`config.mk`:
```
export PLATFORM = sky130hd
export DESIGN_NAME = asfs_core
export DESIGN_NICKNAME = d
export VERILOG_FILES = /design/src/inc/asfs_pkg.sv /design/src/rtl/asfs_core.sv
export SDC_FILE = /design/constraint.sdc
export NUM_CORES = 1
export LEC_CHECK = 0
export BUFFER_PORTS_ARGS = -buffer_cell sky130_fd_sc_hd__buf_2
export CORE_MARGIN = 10
export CORE_UTILIZATION = 40
export CTS_BUF_LIST = sky130_fd_sc_hd__clkbuf_8
export DETAILED_ROUTE_END_ITERATION = 8
export PLACE_DENSITY_LB_ADDON = 0.3
export SLEW_MARGIN = 0
export SYNTH_ARGS = -nofsm -noshare
export SYNTH_HDL_FRONTEND = slang
export SYNTH_SLANG_ARGS = --single-unit
```
`constraint.sdc`:
```
create_clock -name core_clk_i -period 2.8 [get_ports core_clk_i]
set_clock_uncertainty 0.1 [all_clocks]
set_input_delay 0.28 -clock core_clk_i [delete_from_list [all_inputs] [get_ports core_clk_i]]
set_output_delay 0.28 -clock core_clk_i [all_outputs]
set_load 0.01 [all_outputs]
```
`src/inc/asfs_pkg.sv`:
```
package asfs_pkg;
  // Register indices; byte address is four times the index
  localparam logic [7:0] ASFS_IDX_CONTROL_AUX   = 8'h14;
  localparam logic [7:0] ASFS_IDX_CONTROL_THREE = 8'h15;
  localparam logic [7:0] ASFS_IDX_STATUS_ONE    = 8'h16;
  localparam logic [7:0] ASFS_IDX_STATUS_TWO    = 8'h17;
  localparam logic [7:0] ASFS_IDX_DATA_BUFFER   = 8'h18;
  localparam int         ASFS_ADDR_W            = 12;

  // Status one field positions
  localparam int ASFS_S1_TX_EMPTY = 7;
  localparam int ASFS_S1_TX_DONE  = 6;
  localparam int ASFS_S1_RX_FULL  = 5;
  localparam int ASFS_S1_IDLE     = 4;
  localparam int ASFS_S1_OVERRUN  = 3;
  localparam int ASFS_S1_NOISE    = 2;
  localparam int ASFS_S1_FRAMING  = 1;
  localparam int ASFS_S1_PARITY   = 0;

  // Status two field positions
  localparam int ASFS_S2_BREAK    = 1;
  localparam int ASFS_S2_ACTIVE   = 0;

  // Control three field positions
  localparam int ASFS_C3_RX_NINTH = 7;
  localparam int ASFS_C3_TX_NINTH = 6;
  localparam int ASFS_C3_OR_EN    = 3;
  localparam int ASFS_C3_NE_EN    = 2;
  localparam int ASFS_C3_FE_EN    = 1;
  localparam int ASFS_C3_PE_EN    = 0;

  // Auxiliary control field positions
  localparam int ASFS_CA_TXE_EN   = 7;
  localparam int ASFS_CA_TXD_EN   = 6;
  localparam int ASFS_CA_RXF_EN   = 5;
  localparam int ASFS_CA_IDL_EN   = 4;
  localparam int ASFS_CA_NINE     = 1;
  localparam int ASFS_CA_RX_EN    = 0;

  // Reset values
  localparam logic [7:0] ASFS_CA_RESET = 8'h00;
  localparam logic [3:0] ASFS_EN_RESET = 4'h0;

  // Idle line lengths in bit times
  localparam logic [3:0] ASFS_IDLE_BITS_8 = 4'ha;
  localparam logic [3:0] ASFS_IDLE_BITS_9 = 4'hb;
endpackage

```
`src/rtl/asfs_core.sv`:
```
// Design decision made here: the APB register port.
`timescale 1ns/1ps
`default_nettype none

// Function
// [RQ1] Nine-bit mode: received bit 8 captured with the buffer byte, read only.
// [RQ2] Eight-bit mode: received ninth status copies bit 7; reset leaves it.
// [RQ3] Nine-bit mode: transmit ninth bit goes out with the byte; reset clears it.
// [RQ4] Four enables gate overrun, noise, framing, parity error requests; reset clears.
// [RQ5] Transmit-empty sets on hand-off to shifter; interrupts if enabled; reset sets.
// [RQ6] Transmit-empty clears only by status one read with flag, then buffer write.
// [RQ7] Transmission-complete sets when empty and nothing sent; interrupts; reset sets.
// [RQ8] Transmission-complete clears once data, preamble or break is queued.
// [RQ9] Receiver-full sets on buffer load, interrupts; cleared by status-then-buffer reads.
// [RQ10] Idle flag sets after 10 or 11 consecutive ones; interrupts if enabled.
// [RQ11] Idle needs a receiver-full event after enable or after its clear.
// [RQ12] Character arriving while full sets overrun, is discarded, buffer kept.
// [RQ13] Buffer read clears only error flags seen set at the prior status read.
// [RQ14] Noise flag sets on noise, interrupts if enabled, cleared by read sequence.
// [RQ15] Framing flag sets on zero stop bit, interrupts, clears by read sequence.
// [RQ16] Parity flag sets on mismatch, interrupts, clears by read sequence.
// [RQ17] Break sets break, framing, full, clears ninth bit in nine-bit mode.
// [RQ18] After break clears, rearm only after ones then another break.
// [RQ19] Reception-in-progress sets on zero at first slot, clears on false start or idle.
// [RQ20] Data address reads receive buffer, writes transmit buffer; reset leaves contents.
// [RQ21] Character-length bit selects eight or nine bit ninth-bit behaviour.
// [RQ22] Enabled error flags combine into one level error interrupt request.
module asfs_core
  import asfs_pkg::*;
(
  input  wire logic                   core_clk_i,
  input  wire logic                   rstn_i,
  input  wire logic                   psel_i,
  input  wire logic                   penable_i,
  input  wire logic                   pwrite_i,
  input  wire logic [ASFS_ADDR_W-1:0] paddr_i,
  input  wire logic [31:0]            pwdata_i,
  output logic      [31:0]            prdata_o,
  output logic                        pready_o,
  output logic                        pslverr_o,
  input  wire logic                   rxd_i,
  input  wire logic                   rx_bit_tick_i,
  input  wire logic                   rx_char_done_i,
  input  wire logic [8:0]             rx_word_i,
  input  wire logic                   rx_noise_i,
  input  wire logic                   rx_frame_err_i,
  input  wire logic                   rx_parity_err_i,
  input  wire logic                   rx_break_i,
  input  wire logic                   rx_start_low_i,
  input  wire logic                   rx_false_start_i,
  input  wire logic                   tx_load_i,
  input  wire logic                   tx_busy_i,
  output logic      [8:0]             tx_word_o,
  output logic                        tx_pending_o,
  output logic                        nine_bit_mode_o,
  output logic                        rx_enable_o,
  output logic                        tx_irq_o,
  output logic                        rx_irq_o,
  output logic                        err_irq_o
);

  logic [7:0] ctrl_aux_r;
  logic [3:0] err_en_r;
  logic       tx_ninth_r;
  logic       rx_ninth_r;
  logic [7:0] rx_buf_r;
  logic [7:0] tx_buf_r;
  logic       tx_empty_r;
  logic       tx_done_r;
  logic       rx_full_r;
  logic       idle_r;
  logic       overrun_r;
  logic       noise_r;
  logic       framing_r;
  logic       parity_r;
  logic       break_r;
  logic       active_r;
  logic       idle_arm_r;
  logic       break_arm_r;
  logic       rx_en_d_r;
  logic [7:0] snap1_r;
  logic       snap_brk_r;
  logic [3:0] ones_cnt_r;
  logic [3:0] ones_nxt;
  logic       rxd_meta_r;
  logic       rxd_sync_r;
  logic       pready_r;
  logic       pslverr_r;
  logic [31:0] prdata_r;
  logic [31:0] rdata;
  logic       hit;
  logic [7:0] word_idx;
  logic       setup;
  logic       done;
  logic       wr_done;
  logic       rd_done;
  logic       rd_s1;
  logic       rd_s2;
  logic       rd_buf;
  logic       wr_buf;
  logic       nine;
  logic       take_char;
  logic       overrun_ev;
  logic       break_ev;
  logic       idle_char;
  logic       idle_clr;
  logic [3:0] idle_len;
  logic [7:0] status_one;
  logic [7:0] status_two;
  logic [7:0] ctrl_three;

  // Receive pin comes from outside, so it is synchronised first
  always_ff @(posedge core_clk_i) begin
    if (!rstn_i) begin
      rxd_meta_r <= 1'b1;
      rxd_sync_r <= 1'b1;
    end else begin
      rxd_meta_r <= rxd_i;
      rxd_sync_r <= rxd_meta_r;
    end
  end

  // Bus phase decode; only word-aligned addresses hit a register
  assign word_idx = paddr_i[9:2];
  assign setup    = psel_i & ~penable_i;
  assign done     = psel_i & penable_i & pready_r;
  assign wr_done  = done & pwrite_i & ~pslverr_r;
  assign rd_done  = done & ~pwrite_i & ~pslverr_r;
  assign rd_s1    = rd_done & (word_idx == ASFS_IDX_STATUS_ONE);
  assign rd_s2    = rd_done & (word_idx == ASFS_IDX_STATUS_TWO);
  assign rd_buf   = rd_done & (word_idx == ASFS_IDX_DATA_BUFFER);
  assign wr_buf   = wr_done & (word_idx == ASFS_IDX_DATA_BUFFER);
  assign nine     = ctrl_aux_r[ASFS_CA_NINE]; // [RQ21]

  // Register views
  assign status_one = {tx_empty_r, tx_done_r, rx_full_r, idle_r,
                       overrun_r, noise_r, framing_r, parity_r};
  assign status_two = {6'h00, break_r, active_r};
  assign ctrl_three = {rx_ninth_r, tx_ninth_r, 2'h0, err_en_r};

  // Read mux; unmapped or unaligned addresses flag an error
  always_comb begin
    rdata = 32'h0000_0000;
    hit   = (paddr_i[1:0] == 2'h0) && (paddr_i[ASFS_ADDR_W-1:10] == '0);
    case (word_idx)
      ASFS_IDX_CONTROL_AUX:   rdata[7:0] = ctrl_aux_r;
      ASFS_IDX_CONTROL_THREE: rdata[7:0] = ctrl_three;
      ASFS_IDX_STATUS_ONE:    rdata[7:0] = status_one;
      ASFS_IDX_STATUS_TWO:    rdata[7:0] = status_two;
      ASFS_IDX_DATA_BUFFER:   rdata[7:0] = rx_buf_r; // [RQ20]
      default:                hit = 1'b0;
    endcase
  end

  // One wait-free access phase: answer is registered at the setup edge
  always_ff @(posedge core_clk_i) begin
    if (!rstn_i) begin
      pready_r  <= 1'b0;
      pslverr_r <= 1'b0;
      prdata_r  <= 32'h0000_0000;
    end else if (setup) begin
      pready_r  <= 1'b1;
      pslverr_r <= ~hit;
      prdata_r  <= pwrite_i ? 32'h0000_0000 : rdata;
    end else if (done) begin
      pready_r  <= 1'b0;
      pslverr_r <= 1'b0;
    end
  end

  // Software control bits; status and receive ninth bit are read only
  always_ff @(posedge core_clk_i) begin
    if (!rstn_i) begin
      ctrl_aux_r <= ASFS_CA_RESET;
      err_en_r   <= ASFS_EN_RESET; // [RQ4]
      tx_ninth_r <= 1'b0; // [RQ3]
    end else if (wr_done) begin
      if (word_idx == ASFS_IDX_CONTROL_AUX) begin
        ctrl_aux_r <= pwdata_i[7:0] & 8'hf3;
      end
      if (word_idx == ASFS_IDX_CONTROL_THREE) begin
        err_en_r   <= pwdata_i[3:0]; // [RQ4]
        tx_ninth_r <= pwdata_i[ASFS_C3_TX_NINTH]; // [RQ3]
      end
    end
  end

  // Status snapshot; a flag raised after this read survives the buffer access
  always_ff @(posedge core_clk_i) begin
    if (!rstn_i) begin
      snap1_r    <= 8'h00;
      snap_brk_r <= 1'b0;
    end else begin
      if (rd_s1) begin
        snap1_r <= status_one; // [RQ13]
      end else if (rd_buf || wr_buf) begin
        snap1_r <= 8'h00;
      end
      if (rd_s2) begin
        snap_brk_r <= break_r;
      end else if (rd_buf) begin
        snap_brk_r <= 1'b0;
      end
    end
  end

  // Transmit buffer; no reset so contents survive it
  always_ff @(posedge core_clk_i) begin
    if (wr_buf) begin
      tx_buf_r <= pwdata_i[7:0]; // [RQ20]
    end
  end

  // Transmit-empty: set wins over the software clear
  always_ff @(posedge core_clk_i) begin
    if (!rstn_i) begin
      tx_empty_r <= 1'b1; // [RQ5]
    end else if (tx_load_i) begin
      tx_empty_r <= 1'b1; // [RQ5]
    end else if (wr_buf && snap1_r[ASFS_S1_TX_EMPTY]) begin
      tx_empty_r <= 1'b0; // [RQ6]
    end
  end

  // Complete while empty and shifter has nothing sent or queued
  always_ff @(posedge core_clk_i) begin
    if (!rstn_i) begin
      tx_done_r <= 1'b1; // [RQ7]
    end else if (tx_busy_i) begin
      tx_done_r <= 1'b0; // [RQ8]
    end else if (tx_empty_r) begin
      tx_done_r <= 1'b1; // [RQ7]
    end
  end

  // A character is kept only when the buffer is free
  assign overrun_ev = rx_char_done_i & rx_full_r; // [RQ12]
  assign take_char  = rx_char_done_i & ~rx_full_r;
  assign break_ev   = rx_break_i & break_arm_r; // [RQ18]

  // Receive buffer and ninth bit carry no reset
  always_ff @(posedge core_clk_i) begin
    if (take_char) begin
      rx_buf_r   <= rx_word_i[7:0]; // [RQ20]
      rx_ninth_r <= nine ? rx_word_i[8] : rx_word_i[7]; // [RQ1] [RQ2]
    end else if (break_ev && nine) begin
      rx_ninth_r <= 1'b0; // [RQ17]
    end
  end

  // Receiver-full
  always_ff @(posedge core_clk_i) begin
    if (!rstn_i) begin
      rx_full_r <= 1'b0;
    end else if (take_char || break_ev) begin
      rx_full_r <= 1'b1; // [RQ9] [RQ17]
    end else if (rd_buf && snap1_r[ASFS_S1_RX_FULL]) begin
      rx_full_r <= 1'b0; // [RQ9]
    end
  end

  // Error flags; each event beats a clear in the same cycle
  always_ff @(posedge core_clk_i) begin
    if (!rstn_i) begin
      overrun_r <= 1'b0;
      noise_r   <= 1'b0;
      framing_r <= 1'b0;
      parity_r  <= 1'b0;
    end else begin
      if (overrun_ev) begin
        overrun_r <= 1'b1; // [RQ12]
      end else if (rd_buf && snap1_r[ASFS_S1_OVERRUN]) begin
        overrun_r <= 1'b0; // [RQ13]
      end
      if (rx_noise_i) begin
        noise_r <= 1'b1; // [RQ14]
      end else if (rd_buf && snap1_r[ASFS_S1_NOISE]) begin
        noise_r <= 1'b0; // [RQ14] [RQ13]
      end
      if ((take_char && rx_frame_err_i) || break_ev) begin
        framing_r <= 1'b1; // [RQ15] [RQ17]
      end else if (rd_buf && snap1_r[ASFS_S1_FRAMING]) begin
        framing_r <= 1'b0; // [RQ15] [RQ13]
      end
      if (take_char && rx_parity_err_i) begin
        parity_r <= 1'b1; // [RQ16]
      end else if (rd_buf && snap1_r[ASFS_S1_PARITY]) begin
        parity_r <= 1'b0; // [RQ16] [RQ13]
      end
    end
  end

  // Break flag; rearmed only once the line has gone high again
  always_ff @(posedge core_clk_i) begin
    if (!rstn_i) begin
      break_r     <= 1'b0;
      break_arm_r <= 1'b1;
    end else begin
      if (break_ev) begin
        break_r     <= 1'b1; // [RQ17]
        break_arm_r <= 1'b0; // [RQ18]
      end else begin
        if (rd_buf && snap_brk_r) begin
          break_r <= 1'b0; // [RQ17]
        end
        if (rxd_sync_r && !break_r) begin
          break_arm_r <= 1'b1; // [RQ18]
        end
      end
    end
  end

  // Count ones in bit times; a low bit restarts the count
  assign idle_len = nine ? ASFS_IDLE_BITS_9 : ASFS_IDLE_BITS_8; // [RQ10]
  always_comb begin
    ones_nxt = ones_cnt_r;
    if (rx_bit_tick_i) begin
      if (!rxd_sync_r) begin
        ones_nxt = 4'h0;
      end else if (ones_cnt_r != idle_len) begin
        ones_nxt = ones_cnt_r + 4'h1;
      end
    end
  end
  assign idle_char = rx_bit_tick_i & rxd_sync_r & (ones_nxt == idle_len) & (ones_cnt_r != idle_len);

  always_ff @(posedge core_clk_i) begin
    if (!rstn_i) begin
      ones_cnt_r <= 4'h0;
    end else if (!ctrl_aux_r[ASFS_CA_RX_EN]) begin
      ones_cnt_r <= 4'h0;
    end else begin
      ones_cnt_r <= ones_nxt; // [RQ10]
    end
  end

  // Idle flag waits for a received character after enable or after its clear
  assign idle_clr = rd_buf & snap1_r[ASFS_S1_IDLE];
  always_ff @(posedge core_clk_i) begin
    if (!rstn_i) begin
      idle_r     <= 1'b0;
      idle_arm_r <= 1'b0;
      rx_en_d_r  <= 1'b0;
    end else begin
      rx_en_d_r <= ctrl_aux_r[ASFS_CA_RX_EN];
      if (idle_char && idle_arm_r) begin
        idle_r     <= 1'b1; // [RQ10]
        idle_arm_r <= 1'b0; // [RQ11]
      end else begin
        if (idle_clr) begin
          idle_r <= 1'b0;
        end
        if (take_char) begin
          idle_arm_r <= 1'b1; // [RQ11]
        end else if (idle_clr || (ctrl_aux_r[ASFS_CA_RX_EN] && !rx_en_d_r)) begin
          idle_arm_r <= 1'b0; // [RQ11]
        end
      end
    end
  end

  // Reception in progress; a new start edge wins over a clear
  always_ff @(posedge core_clk_i) begin
    if (!rstn_i) begin
      active_r <= 1'b0;
    end else if (rx_start_low_i) begin
      active_r <= 1'b1; // [RQ19]
    end else if (rx_false_start_i || idle_char) begin
      active_r <= 1'b0; // [RQ19]
    end
  end

  // Interrupt requests registered so the outputs are flops
  always_ff @(posedge core_clk_i) begin
    if (!rstn_i) begin
      tx_irq_o  <= 1'b0;
      rx_irq_o  <= 1'b0;
      err_irq_o <= 1'b0;
    end else begin
      tx_irq_o  <= (tx_empty_r & ctrl_aux_r[ASFS_CA_TXE_EN]) // [RQ5]
                 | (tx_done_r & ctrl_aux_r[ASFS_CA_TXD_EN]); // [RQ7]
      rx_irq_o  <= (rx_full_r & ctrl_aux_r[ASFS_CA_RXF_EN]) // [RQ9]
                 | (idle_r & ctrl_aux_r[ASFS_CA_IDL_EN]); // [RQ10]
      err_irq_o <= (overrun_r & err_en_r[ASFS_C3_OR_EN]) // [RQ4] [RQ22]
                 | (noise_r & err_en_r[ASFS_C3_NE_EN])
                 | (framing_r & err_en_r[ASFS_C3_FE_EN])
                 | (parity_r & err_en_r[ASFS_C3_PE_EN]);
    end
  end

  // Outputs straight from flops
  assign prdata_o        = prdata_r;
  assign pready_o        = pready_r;
  assign pslverr_o       = pslverr_r;
  assign tx_word_o       = {tx_ninth_r, tx_buf_r}; // [RQ3]
  assign tx_pending_o    = ~tx_empty_r;
  assign nine_bit_mode_o = ctrl_aux_r[ASFS_CA_NINE];
  assign rx_enable_o     = ctrl_aux_r[ASFS_CA_RX_EN];

endmodule

`default_nettype wire

```
Yosys cells after proc, flatten, opt, wreduce, memory -nomap -nowiden
Cells that the tools add are included.

Register bits: 93. Input port bits: 69. Output and inout port bits: 49. Word-level logic and storage cells: 159.

Add/subtract/negate cells: 1. Equality and inequality tests: 7. Muxes and demuxes: 39. Bitwise logic cells: 38. Reduce and logical (&&, ||, !) cells: 44.

Operator list (number): $eq A8 B5 Y1 const B (5); $pmux W8 S5 (1); $mux W1 (32); $reduce_bool A2 Y1 (15); $and A1 B1 Y1 (26); $mux W8 (3); $logic_and A1 B1 Y1 (14); $mux W4 (3); $not A1 Y1 (7); $reduce_and A2 Y1 (3); $logic_or A1 B1 Y1 (5); $or A1 B1 Y1 (5); $reduce_or A5 Y1 (1); $add A4 B1 Y4 const B (1); $eq A4 B4 Y1 (1); $logic_not A2 Y1 (2); $ne A4 B4 Y1 (1); $reduce_or A2 Y1 (2); $logic_not A1 Y1 (2).

Longest topological paths before layout
Gate-level depths: netlist (run 1).

Word-level depth: 11. Gate-level depth with buffers: 6. Mapped depth without buffers: 5.

Least setup slack after synthesis (run 1)
Ideal clock, no wire load.

Path kind: input to register. Start point: input paddr_i[7]. End point: register ctrl_aux_r[0]. Library setup time: 0.072 ns. Arrival: 1.672 ns. Required time: 2.628 ns. Path slack: 0.956 ns. Stages on the path: 6. Buffers on the path: 2. Cells stage by stage: or4b_1 > buf_4 > nor4_4 > and2_1 > buf_4 > mux2i_1.

Longest elaborated chain between the ends: 2.

Ends and longest elaborated chain: from (decl) (line asfs_core.sv:36) `input wire logic [ASFS_ADDR_W-1:0] paddr_i,`; $eq A8 B5 Y1 (line asfs_core.sv:178) `if (word_idx == ASFS_IDX_CONTROL_AUX) begin`; $reduce_and A2 Y1 (no line); to (signal assigned) (line asfs_core.sv:179) `ctrl_aux_r <= pwdata_i[7:0] & 8'hf3;`; to (decl) (line asfs_core.sv:62) `logic [7:0] ctrl_aux_r;`.

No other way between the ends. A chain may end at the register's enable or synchronous reset.

Final worst setup path (run 1)
Start point: input paddr_i[7]. End point: register ctrl_aux_r[6].

Same word-level chain as after synthesis.

==> results of run 1 <==
-- routing by layer --
metal,vias up,GRT usage (%)
li1,1258,-
met1,1240,16.49
met2,86,23.66
met3,14,4.720
met4,0,6.121
met5,-,0
-- power by group --
group	leakage, uW	total, uW	switching (uW)	internal [uW]
combinational	0.000844	157	93.4	64.0
clock	0.0000951	682	373	310
sequential	0.000572	1050	18.0	1030
-- registers in the layout (all words and copies together), names as in the netlist, 4 cells and up --
| name | count |
|---|---|
| tx_buf_r | 8 |
| ctrl_aux_r | 6 |
| prdata_o | 8 |
| rx_buf_r | 8 |
| snap1_r | 7 |
| ones_cnt_r | 4 |
| err_en_r | 4 |
-- worst max-delay path: stages --
cell     delay, ns
buf_2         0.10
or4b_1        0.71
nor4_4        0.38
and2_1        0.29
mux2i_1       0.21
-- worst max path at each step --
stage,end,startpoint,cells after the start,slack [ns]
after global placement,ctrl_aux_r[0]$_SDFFE_PN0P_,paddr_i[7],5,0.66
after global routing,parity_r$_SDFFE_PN0P_,rx_full_r$_SDFFE_PN0P_,4,0.87
after floorplan,ctrl_aux_r[0]$_SDFFE_PN0P_,paddr_i[7],6,0.96
after CTS,ctrl_aux_r[6]$_SDFFE_PN0P_,paddr_i[7],5,0.99
after detailed placement,ctrl_aux_r[6]$_SDFFE_PN0P_,paddr_i[7],5,0.62
final,ctrl_aux_r[6]$_SDFFE_PN0P_,paddr_i[7],5,1.0
-- logic make-up after synthesis --
kind of cell	synth area share, %
other	0.1189
AND/OR/NAND/NOR	16.71
flip-flops	48.57
XOR/XNOR	0.8335
adder cells (fa/ha/maj)	0.3968
multiplexers	5.119
AO/OA/AOI/OAI	18.97
buffers and inverters	9.286
-- cells in the final DEF (no fill, tap or decap), drive strengths merged, types with 9 or more instances in the layout --
master  netlist  final
buf          32     74
o21ai        19     19
a22oi         9      9
clkbuf        7      9
inv          11     13
dfxtp        51     51
edfxtp       17     17
nand2        41     41
a21oi        15     15
mux2i        15     15
conb          1     24
-- stage by stage --
stage | setup WS, ns | std cells
after floorplan | 0.9564 | 340
after global placement | 0.6605 | 477
after detailed placement | 0.6169 | 477
after CTS | 0.9904 | 501
after global routing | 0.8667 | 501
final | 0.9990 | 501
-- final cells by class --
type | count | area [sq um]
clock buffer | 9 | 123.9
fill | 761 | 3949
inverter | 11 | 41.29
clock inverter | 7 | 36.28
sequential | 68 | 1531
multi-input combinational | 222 | 1415
timing repair buffer | 82 | 462.9
tap | 102 | 127.6
-- timing repair --
action                    in CTS  in global routing
gates resized for setup        0                  0
hold buffers                   8                  0
hold endpoints to repair       8                  0
==> results by group, run 1 <==
Pwr
  – P per Cell Area: approximately 500 nW/um^2
  – Peak ir drop on the vdd network: about 210 uV
  – Leak Pwr: between 0.0015 and 0.002 uW
  – Final Total Pwr: ~1900 uW

CTS
  – Worst-path clk slew: about 0.070 ns
  – Clock Path Buffers: 2
  – CTS tree: done
  – H-tree depth: 3
  – Setup Buffers After CTS: 0
  – TritonCTS Buffers: 9
  – Root Buffer: clkbuf_8
  – Clk sinks: 68
  – Worst skew pair latency: around 0.35 ns

Floorplan
  – Die Area: about 12,000 sq um
  – Rows: 32
  – DIE WIDTH: 108.8 microns
  – I/O pin count: about 120
  – Core area: 7687 sq um
  – Initial Utilization: 41.02%
  – Die Ht: 108.8 microns

Hold path
  – Min-delay src: tx_busy_i
  – Hold path endpoint: tx_done_r$_SDFFE_PN1P_
  – Hold Path Stages: 2
  – Hold Crit Class: input pin to flip-flop

Critical path
  – Crit Path Class: input pin to flip-flop
  – Setup slack, reg-to-reg: between 1 and 1.5 ns
  – CP endpoint kind: flip-flop
  – Worst R2R Start: pready_o$_SDFFE_PN0P_
  – Maximum fanout along the worst path: 6
  – Crit Reg-Reg Endpoint: err_en_r[2]$_SDFFE_PN0P_
  – Arr. time, crit path: approximately 2.0 ns
  – Reg2reg path depth: 4
  – Startpoint types: input pin
  – Worst Path Required: between 2 and 3 ns

STA
  – Relative slew slack: around three fifths
  – Tcrit/Tclk final: between 60 and 70%
  – Endpoints failing setup: 0
  – RSZ-0062 raised after global routing: false
  – Hold Slack: between 0.015 and 0.02 ns
  – Fin. Hold Viols: 0
  – FMAX: about 0.56 GHz
  – Slew @ Worst Pin: around 0.62 ns
  – Setup TNS: 0 ns
  – Pins over their slew limit: 0
  – Fin crit period: 1.801 ns

Yosys
  – Distinct cells, synth: between 50 and 60
  – Most used DFF post-synth: dfxtp_1
  – Synth Cell Area: between 3000 and 4000 sq um
  – Asr flop ratio synth: 0%
  – Post-synth top cells: dfxtp_1 (51), nand2_1 (41), buf_4 (27), o21ai_0 (19), edfxtp_1 (17)
  – #FFs+latches synth: just under 70
  – EDFF count, synth: 17
  – Largest cells by area after synthesis: dfxtp_1 (32%), edfxtp_1 (16%), buf_4 (6.4%)
  – Cell with the most instances after synthesis: dfxtp_1
  – Yosys Warn Count: 0
  – Yosys top cell by area: dfxtp_1
  – Register area share after synthesis: between 40% and 50%
  – Syn Inst Count: roughly 320
  – Mean Syn Cell Area: just under 10 sq um
  – Post-synth top area share: approximately a third

Drt
  – WL final: 8320 microns
  – M1 WL: about 3400 microns
  – DRC Markers: 0
  – Routed met3 length: approximately 600 microns
  – Antenna Nets Post-Route: 0
  – Via density: 5.186
  – DR top layer: met4
  – Wire per inst: roughly 17 microns
  – Met2 WL: around 4100 microns
  – DRT Pass-1 Iters: 4
  – Vias: roughly 2,600
  – DRT iter0 DRCs: around 130

Global routing
  – Vias in the first global route: between 2,000 and 3,000
  – Initial antenna violation count: 0
  – All-Layer GR Usage: between 10% and 20%
  – Grt ovf: 0
  – First-pass GRT wire length: 13,140 microns
  – Largest net degree at the start of global routing: 34

Placed design
  – Placer Congestion: 0.8948
  – DP Area: around 3500 sq um
  – Port Buffer Count: 69
  – Post-detail-place hpwl: roughly 6300 microns

Run
  – Max_cap viols: 0

Finish
  – Post-layout nets: 464
  – P&R area growth vs syn: 18.57%
  – Final Util: roughly half
  – Layout cells sized above 1: 23.81%
  – Design area: around 3700 sq um
  – Diode count: 0

Outcome
  – Status: finished clean
No activity file was read; power rests on OpenSTA's default activity.
==> inputs of run 2 (changes only) <==
clock period = 1.9 ns   (was 2.8 ns; I/O delays follow)
==> run 2 against run 1 <==
  * Combinational power increased by 72%
  * Register-to-register slack got worse by 0.80 ns
  * Sequential share of layout area decreased by 3.1 points
  * Clock power increased by 85%
  * Core utilization increased by 4.0 points
  * Critical path depth increased by 1
  * Via count increased by 1.4%
  * Die area unchanged
  * Largest cell class unchanged
  * Largest power group unchanged
==> results by group, run 2 (same netlist as run 1, synthesis figures left out) <==
Outcome
  – Status: finished clean (unchanged)

Drt
  – Vias: 2,634 (was 2,598)
  – WL final: 8556 microns (was 8320 microns)
  – DRT Pass-1 Iters: 4 (unchanged)
  – DRC Markers: 0 (unchanged)
  – Antenna Nets Post-Route: 0 (unchanged)
  – DRT iter0 DRCs: 92 (was 128)
  – Wire per inst: 16.14 microns (was 16.61 microns)
  – Via density: 4.970 (was 5.186)

Critical path
  – Largest delay share family, worst path: simple AND/OR/NAND/NOR gates (unchanged)
  – Critical path cell sequence: dlygate4sd3_1 -> buf_2 -> and4b_1 -> and4_1 -> a21boi_0 -> o31a_1 (was buf_2 -> or4b_1 -> nor4_4 -> and2_1 -> mux2i_1)
  – Arr. time, crit path: 1.88 ns (was 1.98 ns)
  – Worst path buffer plus inverter count: 2 (was 1)
  – Maximum fanout along the worst path: 6 (unchanged)
  – Worst Path Required: 2.04 ns (was 2.98 ns)
  – CP peak stage delay: 0.52 ns (was 0.71 ns)
  – Startpoint types: input pin (unchanged)
  – Crit Path Class: input pin to flip-flop (unchanged)
  – CP max-delay cell: dlygate4sd3_1 (was or4b_1)
  – CP endpoint kind: flip-flop (unchanged)

STA
  – Fin crit period: ~1.7 ns
  – RSZ-0062 raised after global routing: false (unchanged)
  – Min setup slack post-route: 0.1596 ns (was 0.9990 ns)
  – Fin. Hold Viols: 0 (unchanged)
  – Tcrit/Tclk final: about nine tenths
  – Slew @ Worst Pin: 0.6044 ns (was 0.6209 ns)
  – Pins over their slew limit: 0 (unchanged)
  – Setup TNS: 0 ns (unchanged)
  – FMAX: roughly 0.57 GHz
  – Endpoints failing setup: 0 (unchanged)
  – Hold Slack: 0.03328 ns (was 0.01816 ns)
  – Relative slew slack: 59.71% (was 58.61%)

CTS
  – Worst skew pair latency: 0.35 ns (about the same)
  – TritonCTS Buffers: 9 (unchanged)
  – H-tree depth: 3 (unchanged)
  – Worst-path clk slew: 0.07 ns (about the same)
  – Clk sinks: 68 (unchanged)
  – Setup Buffers After CTS: 0 (unchanged)
  – Root Buffer: clkbuf_8 (unchanged)
  – CTS tree: done (unchanged)
  – Clock Path Buffers: 2 (unchanged)

Floorplan
  – Rows: 32 (unchanged)
  – Die Area: 11,830 sq um (unchanged)
  – I/O pin count: 118 (unchanged)
  – Initial Utilization: 41.02% (unchanged)
  – Die Ht: 108.8 microns (unchanged)
  – Core area: 7687 sq um (unchanged)
  – DIE WIDTH: 108.8 microns (unchanged)

Global routing
  – All-Layer GR Usage: 14.47% (was 14.25%)
  – Vias in the first global route: 2,686 (was 2,598)
  – Initial antenna violation count: 0 (unchanged)
  – First-pass GRT wire length: 13,370 microns (was 13,140 microns)
  – Largest net degree at the start of global routing: 20 (was 34)
  – Grt ovf: 0 (unchanged)

Finish
  – P&R area growth vs syn: 28.21% (was 18.57%)
  – Post-layout nets: 493 (was 464)
  – Most frequent cells in the layout: buf_2 (69), dfxtp_1 (51), nand2_1 (40) (was buf_2 (69), dfxtp_1 (51), nand2_1 (41))
  – Final Instance Count excl. Fillers: 530 (was 501)
  – Layout cells sized above 1: 25.70% (was 23.81%)
  – Diode count: 0 (unchanged)
  – Most common cell after layout, fill and taps aside: buf_2 (unchanged)

Hold path
  – Hold Crit Class: input pin to flip-flop (unchanged)

Placed design
  – Port Buffer Count: 69 (unchanged)
  – Post-detail-place hpwl: 6544 microns (was 6313 microns)
  – Pre-CTS setup slack: -0.02002 ns (was 0.6169 ns)
  – Dpl cells: 491 (was 477)
  – Placer Congestion: 0.9032 (was 0.8948)

Pwr
  – Peak ir drop on the vdd network: 503.9 uV (was 210.7 uV)
  – P per Cell Area: 760.1 nW/um^2 (was 504.6 nW/um^2)
  – Final Total Pwr: 3073 uW (was 1887 uW)
  – Leak Pwr: 0.001664 uW (was 0.001511 uW)

Run
  – Max_cap viols: 0 (unchanged)
[run 2: cell types whose count changed in the layout (fill, tap and decap cells not counted), sizes merged]
cell,previous run,this run
dlygate4sd3,8,23
inv,13,12
clkinv,5,4
buf,74,88
bufinv,0,2
[run 2: routing by layer]
layer | wire [microns] | vias up | GRT usage [%] | share of wire, %
met3 | 628 | 19 | 4.189 | 7.3
met4 | 181 | 0 | 6.968 | 2.1
met1 | 3541 | 1215 | 16.82 | 41
li1 | - | 1319 | - | -
met5 | 0 | - | 0 | 0
met2 | 4204 | 81 | 24.01 | 49
[run 2: final cells by class]
type,count,area [sq um]
multi-input cells,222,1418
well taps,102,127.6
repair buffers,111,718.2
flip-flops and latches,68,1531
clock buffers,9,123.9
inverters,11,41.29
fillers,732,3645
clock inverters,7,82.58
[run 2: worst register-to-register path: cells and delay by family (launching register included)]
kind / cells / cell delay, ns
AO/OA/AOI/OAI: 2 / 0.40
XOR/XNOR: 1 / 0.36
flip-flops: 1 / 0.37
multiplexers: 1 / 0.40
[run 2: metrics by stage]
stage	util (%)	area (sq um)
detailed placement	46.88	3603
CTS	52.56	4040
global route	52.59	4043
global placement	46.88	3603
floorplan	-	3239
finish	52.59	4043
[run 2: report_power, final]
| part | total [uW] | internal [uW] | leakage, uW | switching [uW] |
|---|---|---|---|---|
| Combinational | 270 | 125 | 0.000980 | 145 |
| Clock | 1260 | 722 | 0.000112 | 538 |
| Sequential | 1540 | 1520 | 0.000572 | 25.7 |
| Total | 3070 | 2360 | 0.00166 | 709 |
[run 2: worst paths after layout]
| path | slack [ns] | cells after the start | startpoint | endpoint |
|---|---|---|---|---|
| worst max-delay path | 0.16 | 6 | penable_i | rx_full_r$_SDFFE_PN0P_ |
| worst min-delay path | 0.03 | 3 | rx_parity_err_i | parity_r$_SDFFE_PN0P_ |
| worst max register to register | 0.22 | 4 | ones_cnt_r[0]$_SDFF_PN0_ | active_r$_SDFFE_PN0P_ |
| worst min register to register | 0.31 | 1 | rxd_meta_r$_SDFF_PN1_ | rxd_sync_r$_SDFF_PN1_ |
[run 2: repair_timing]
item	in CTS	in global routing
hold buffers	23	0
endpoints found under the hold margin	27	0
gates resized for setup	0	1
endpoints found under the setup margin	0	1
==> inputs of run 3 (changes only) <==
ABC_AREA = 1   (was not set)
CORE_UTILIZATION = 43   (was 40)
TNS_END_PERCENT = 1   (was not set)
==> run 3 against run 2 <==
  * Combinational power shrank 16%
  * Power shrank 10%
  * Clock-buffer cell count grew 1
  * Critical path type is now flip-flop to flip-flop
  * Synthesized area shrank 2.3%
  * Global-route usage grew 0.77 points
  * Sequential power is essentially flat
  * Clock power shrank 21%
  * Wire length shrank 3.8%
  * Highest routed layer unchanged
  * Critical endpoint is now tx_buf_r[5]$_DFFE_PP_
==> results by group, run 3 <==
Drt
  – DR top layer: met4 (unchanged)
  – Vias: 2,869 (was 2,634)
  – DRT Pass-1 Iters: 5 (was 4)
  – Met2 WL: 3863 microns (was 4204 microns)
  – DRT iter0 DRCs: 201 (was 92)
  – DRC Markers: 0 (unchanged)
  – Via density: 4.814 (was 4.970)
  – Antenna Nets Post-Route: 0 (unchanged)
  – M1 WL: 3568 microns (was 3541 microns)
  – WL final: 8229 microns (was 8556 microns)
  – Routed met3 length: 677 microns (was 628 microns)
  – Wire per inst: 13.81 microns (was 16.14 microns)

Yosys
  – Yosys Warn Count: 0 (unchanged)
  – Largest cells by area after synthesis: dfxtp_1 (33%), edfxtp_1 (17%), nand2_1 (12%) (was dfxtp_1 (32%), edfxtp_1 (16%), buf_4 (6.4%))
  – Asr flop ratio synth: 0% (unchanged)
  – #FFs+latches synth: 68 (unchanged)
  – Distinct cells, synth: 34 (was 59)
  – Mean Syn Cell Area: 7.922 sq um (was 9.946 sq um)
  – EDFF count, synth: 17 (unchanged)
  – Syn Inst Count: 389 (was 317)
  – Cell with the most instances after synthesis: nand2_1 (was dfxtp_1)
  – Synth Cell Area: 3082 sq um (was 3153 sq um)
  – Most used DFF post-synth: dfxtp_1 (unchanged)
  – Post-synth top cells: nand2_1 (100), dfxtp_1 (51), a21oi_1 (36), nand3_1 (36), inv_1 (34) (was dfxtp_1 (51), nand2_1 (41), buf_4 (27), o21ai_0 (19), edfxtp_1 (17))
  – Yosys top cell by area: dfxtp_1 (unchanged)
  – Post-synth top area share: 33.13% (was 32.38%)
  – Register area share after synthesis: 49.70% (was 48.57%)

STA
  – FMAX: 0.5845 GHz (was 0.5746 GHz)
  – Hold Slack: 0.01384 ns (was 0.03328 ns)
  – Fin crit period: 1.711 ns (was 1.740 ns)
  – Pins over their slew limit: 0 (unchanged)
  – Setup TNS: 0 ns (unchanged)
  – Fin. Hold Viols: 0 (unchanged)
  – RSZ-0062 raised after global routing: false (unchanged)
  – Tcrit/Tclk final: 90.04% (was 91.60%)
  – Endpoints failing setup: 0 (unchanged)

Critical path
  – Critical path cell sequence: nand2_1 -> inv_1 -> nand3_1 -> nor2_1 -> inv_1 -> nor4_2 -> buf_4 (was dlygate4sd3_1 -> buf_2 -> and4b_1 -> and4_1 -> a21boi_0 -> o31a_1)
  – Startpoint types: flip-flop (was input pin)
  – Worst Path Required: 1.85 ns (was 2.04 ns)
  – Arr. time, crit path: 1.66 ns (was 1.88 ns)
  – Worst R2R Start: pready_o$_SDFFE_PN0P_ (was ones_cnt_r[0]$_SDFF_PN0_)
  – Setup slack, reg-to-reg: 0.19 ns (was 0.22 ns)
  – Crit Reg-Reg Endpoint: tx_buf_r[5]$_DFFE_PP_ (was active_r$_SDFFE_PN0P_)
  – CP max-delay cell: dfxtp_1 (was dlygate4sd3_1)
  – CP peak stage delay: 0.34 ns (was 0.52 ns)
  – Maximum fanout along the worst path: 9 (was 6)
  – Reg2reg path depth: 7 (was 4)
  – Crit Path Class: flip-flop to flip-flop (was input pin to flip-flop)
  – Crit path top cell by count: inv_1
  – CP endpoint kind: flip-flop (unchanged)

CTS
  – Worst-path clk slew: 0.07 ns (about the same)
  – Root Buffer: clkbuf_8 (unchanged)
  – H-tree depth: 3 (unchanged)
  – CTS tree: done (unchanged)
  – Clock Path Buffers: 2 (unchanged)
  – Clk sinks: 68 (unchanged)
  – Worst skew pair latency: 0.35 ns (about the same)
  – Setup Buffers After CTS: 0 (unchanged)
  – TritonCTS Buffers: 9 (unchanged)

Outcome
  – Status: finished clean (unchanged)

Global routing
  – Vias in the first global route: 2,818 (was 2,686)
  – All-Layer GR Usage: 15.24% (was 14.47%)
  – Initial antenna violation count: 0 (unchanged)
  – Largest net degree at the start of global routing: 28 (was 20)
  – First-pass GRT wire length: 13,620 microns (was 13,370 microns)
  – Grt ovf: 0 (unchanged)

Floorplan
  – Die Area: 10,950 sq um (was 11,830 sq um)
  – I/O pin count: 118 (unchanged)
  – Core area: 6869 sq um (was 7687 sq um)
  – Die Ht: 104.7 microns (was 108.8 microns)
  – Initial Utilization: 44.86% (was 41.02%)
  – Rows: 30 (was 32)
  – DIE WIDTH: 104.7 microns (was 108.8 microns)

Finish
  – P&R area growth vs syn: 26.96% (was 28.21%)
  – Most common cell after layout, fill and taps aside: nand2_1 (was buf_2)
  – Post-layout nets: 565 (was 493)
  – Final Util: 56.96% (was 52.59%)
  – Layout cells sized above 1: 21.60% (was 25.70%)
  – Diode count: 0 (unchanged)
  – Most frequent cells in the layout: nand2_1 (100), buf_2 (69), dfxtp_1 (51) (was buf_2 (69), dfxtp_1 (51), nand2_1 (40))

Placed design
  – Placer Congestion: 0.8935 (was 0.9032)
  – Post-detail-place hpwl: 6239 microns (was 6544 microns)
  – Port Buffer Count: 69 (unchanged)

Pwr
  – P per Cell Area: 706.0 nW/um^2 (was 760.1 nW/um^2)
  – Final Total Pwr: 2762 uW (was 3073 uW)
  – Leak Pwr: 0.001728 uW (was 0.001664 uW)
  – Peak ir drop on the vdd network: 442.4 uV (was 503.9 uV)

Hold path
  – Hold Path Stages: 3 (unchanged)
  – Hold Crit Class: input pin to flip-flop (unchanged)
  – Min-delay src: paddr_i[10] (was rx_parity_err_i)
  – Hold path endpoint: pslverr_o$_SDFFE_PN0P_ (was parity_r$_SDFFE_PN0P_)

Run
  – Max_cap viols: 0 (unchanged)
[run 3: cell types whose count changed after synthesis, sizes merged, moves of 9 or more]
cell and delta:
nand2 +60, nand3 +30, inv +24, nor2 +24, a21oi +22, mux2i -15, a22oi -9
[run 3: critical path: cells and delay by family, from the launching register on]
kind | cells | cell delay, ns
buffers and inverters | 3 | 0.45
DFF | 1 | 0.34
and+or+nand+nor | 4 | 0.52
[run 3: repair_timing]
action                                  in CTS  in global routing
hold buffers                                24                  0
endpoints found under the setup margin       0                  1
hold endpoints to repair                    23                  0
resized for setup                            0                  1
[run 3: cell type report]
class                      count  area (sq um)
fill                         636          2957
sequential                    68          1531
multi-input combinational    276          1295
timing repair buffer         104         668.1
clock buffer                  10         137.6
inverter                      36         135.1
tap                           96         120.1
clock inverter                 6         25.02
[run 3: worst max path at each step]
stage / cells after the start / startpoint / end / slack (ns)
after floorplan: 6 / pready_o$_SDFFE_PN0P_ / tx_buf_r[0]$_DFFE_PP_ / 0.04
after global placement: 10 / paddr_i[9] / prdata_o[6]$_SDFFE_PN0P_ / 0.20
after detailed placement: 10 / paddr_i[9] / prdata_o[3]$_SDFFE_PN0P_ / 0.19
after CTS: 7 / pready_o$_SDFFE_PN0P_ / tx_buf_r[5]$_DFFE_PP_ / 0.21
after global routing: 8 / pready_o$_SDFFE_PN0P_ / ctrl_aux_r[6]$_SDFFE_PN0P_ / 0.02
final: 7 / pready_o$_SDFFE_PN0P_ / tx_buf_r[5]$_DFFE_PP_ / 0.19
[run 3: report_power, final]
| part | switching (uW) | internal, uW | total, uW |
|---|---|---|---|
| combinational | 131 | 97.3 | 228 |
| clock | 511 | 485 | 997 |
| sequential | 20.8 | 1520 | 1540 |
[run 3: per-layer routing]
layer,up-vias,track usage (%)
met5,-,0
met1,1300,18.24
met4,0,5.000
met3,10,6.020
li1,1451,-
met2,108,24.49
[run 3: cell families after synthesis]
kind of cell / share of synthesized area [%]
buffers and inverters: 11.37
adders and majority gates: 0.4059
DFF: 49.70
and+or+nand+nor: 27.32
AOI/OAI and AO/OA: 10.80
xor gates and xnor gates: 0.2843
other: 0.1217
[run 3: stage by stage]
| stage | std cells | cell area (sq um) | worst slack (ns) |
|---|---|---|---|
| floorplan | 412 | 3174 | 0.04245 |
| global placement | 556 | 3507 | 0.1992 |
| detailed placement | 556 | 3507 | 0.1905 |
| CTS | 596 | 3910 | 0.2113 |
| global route | 596 | 3913 | 0.01873 |
| finish | 596 | 3913 | 0.1892 |
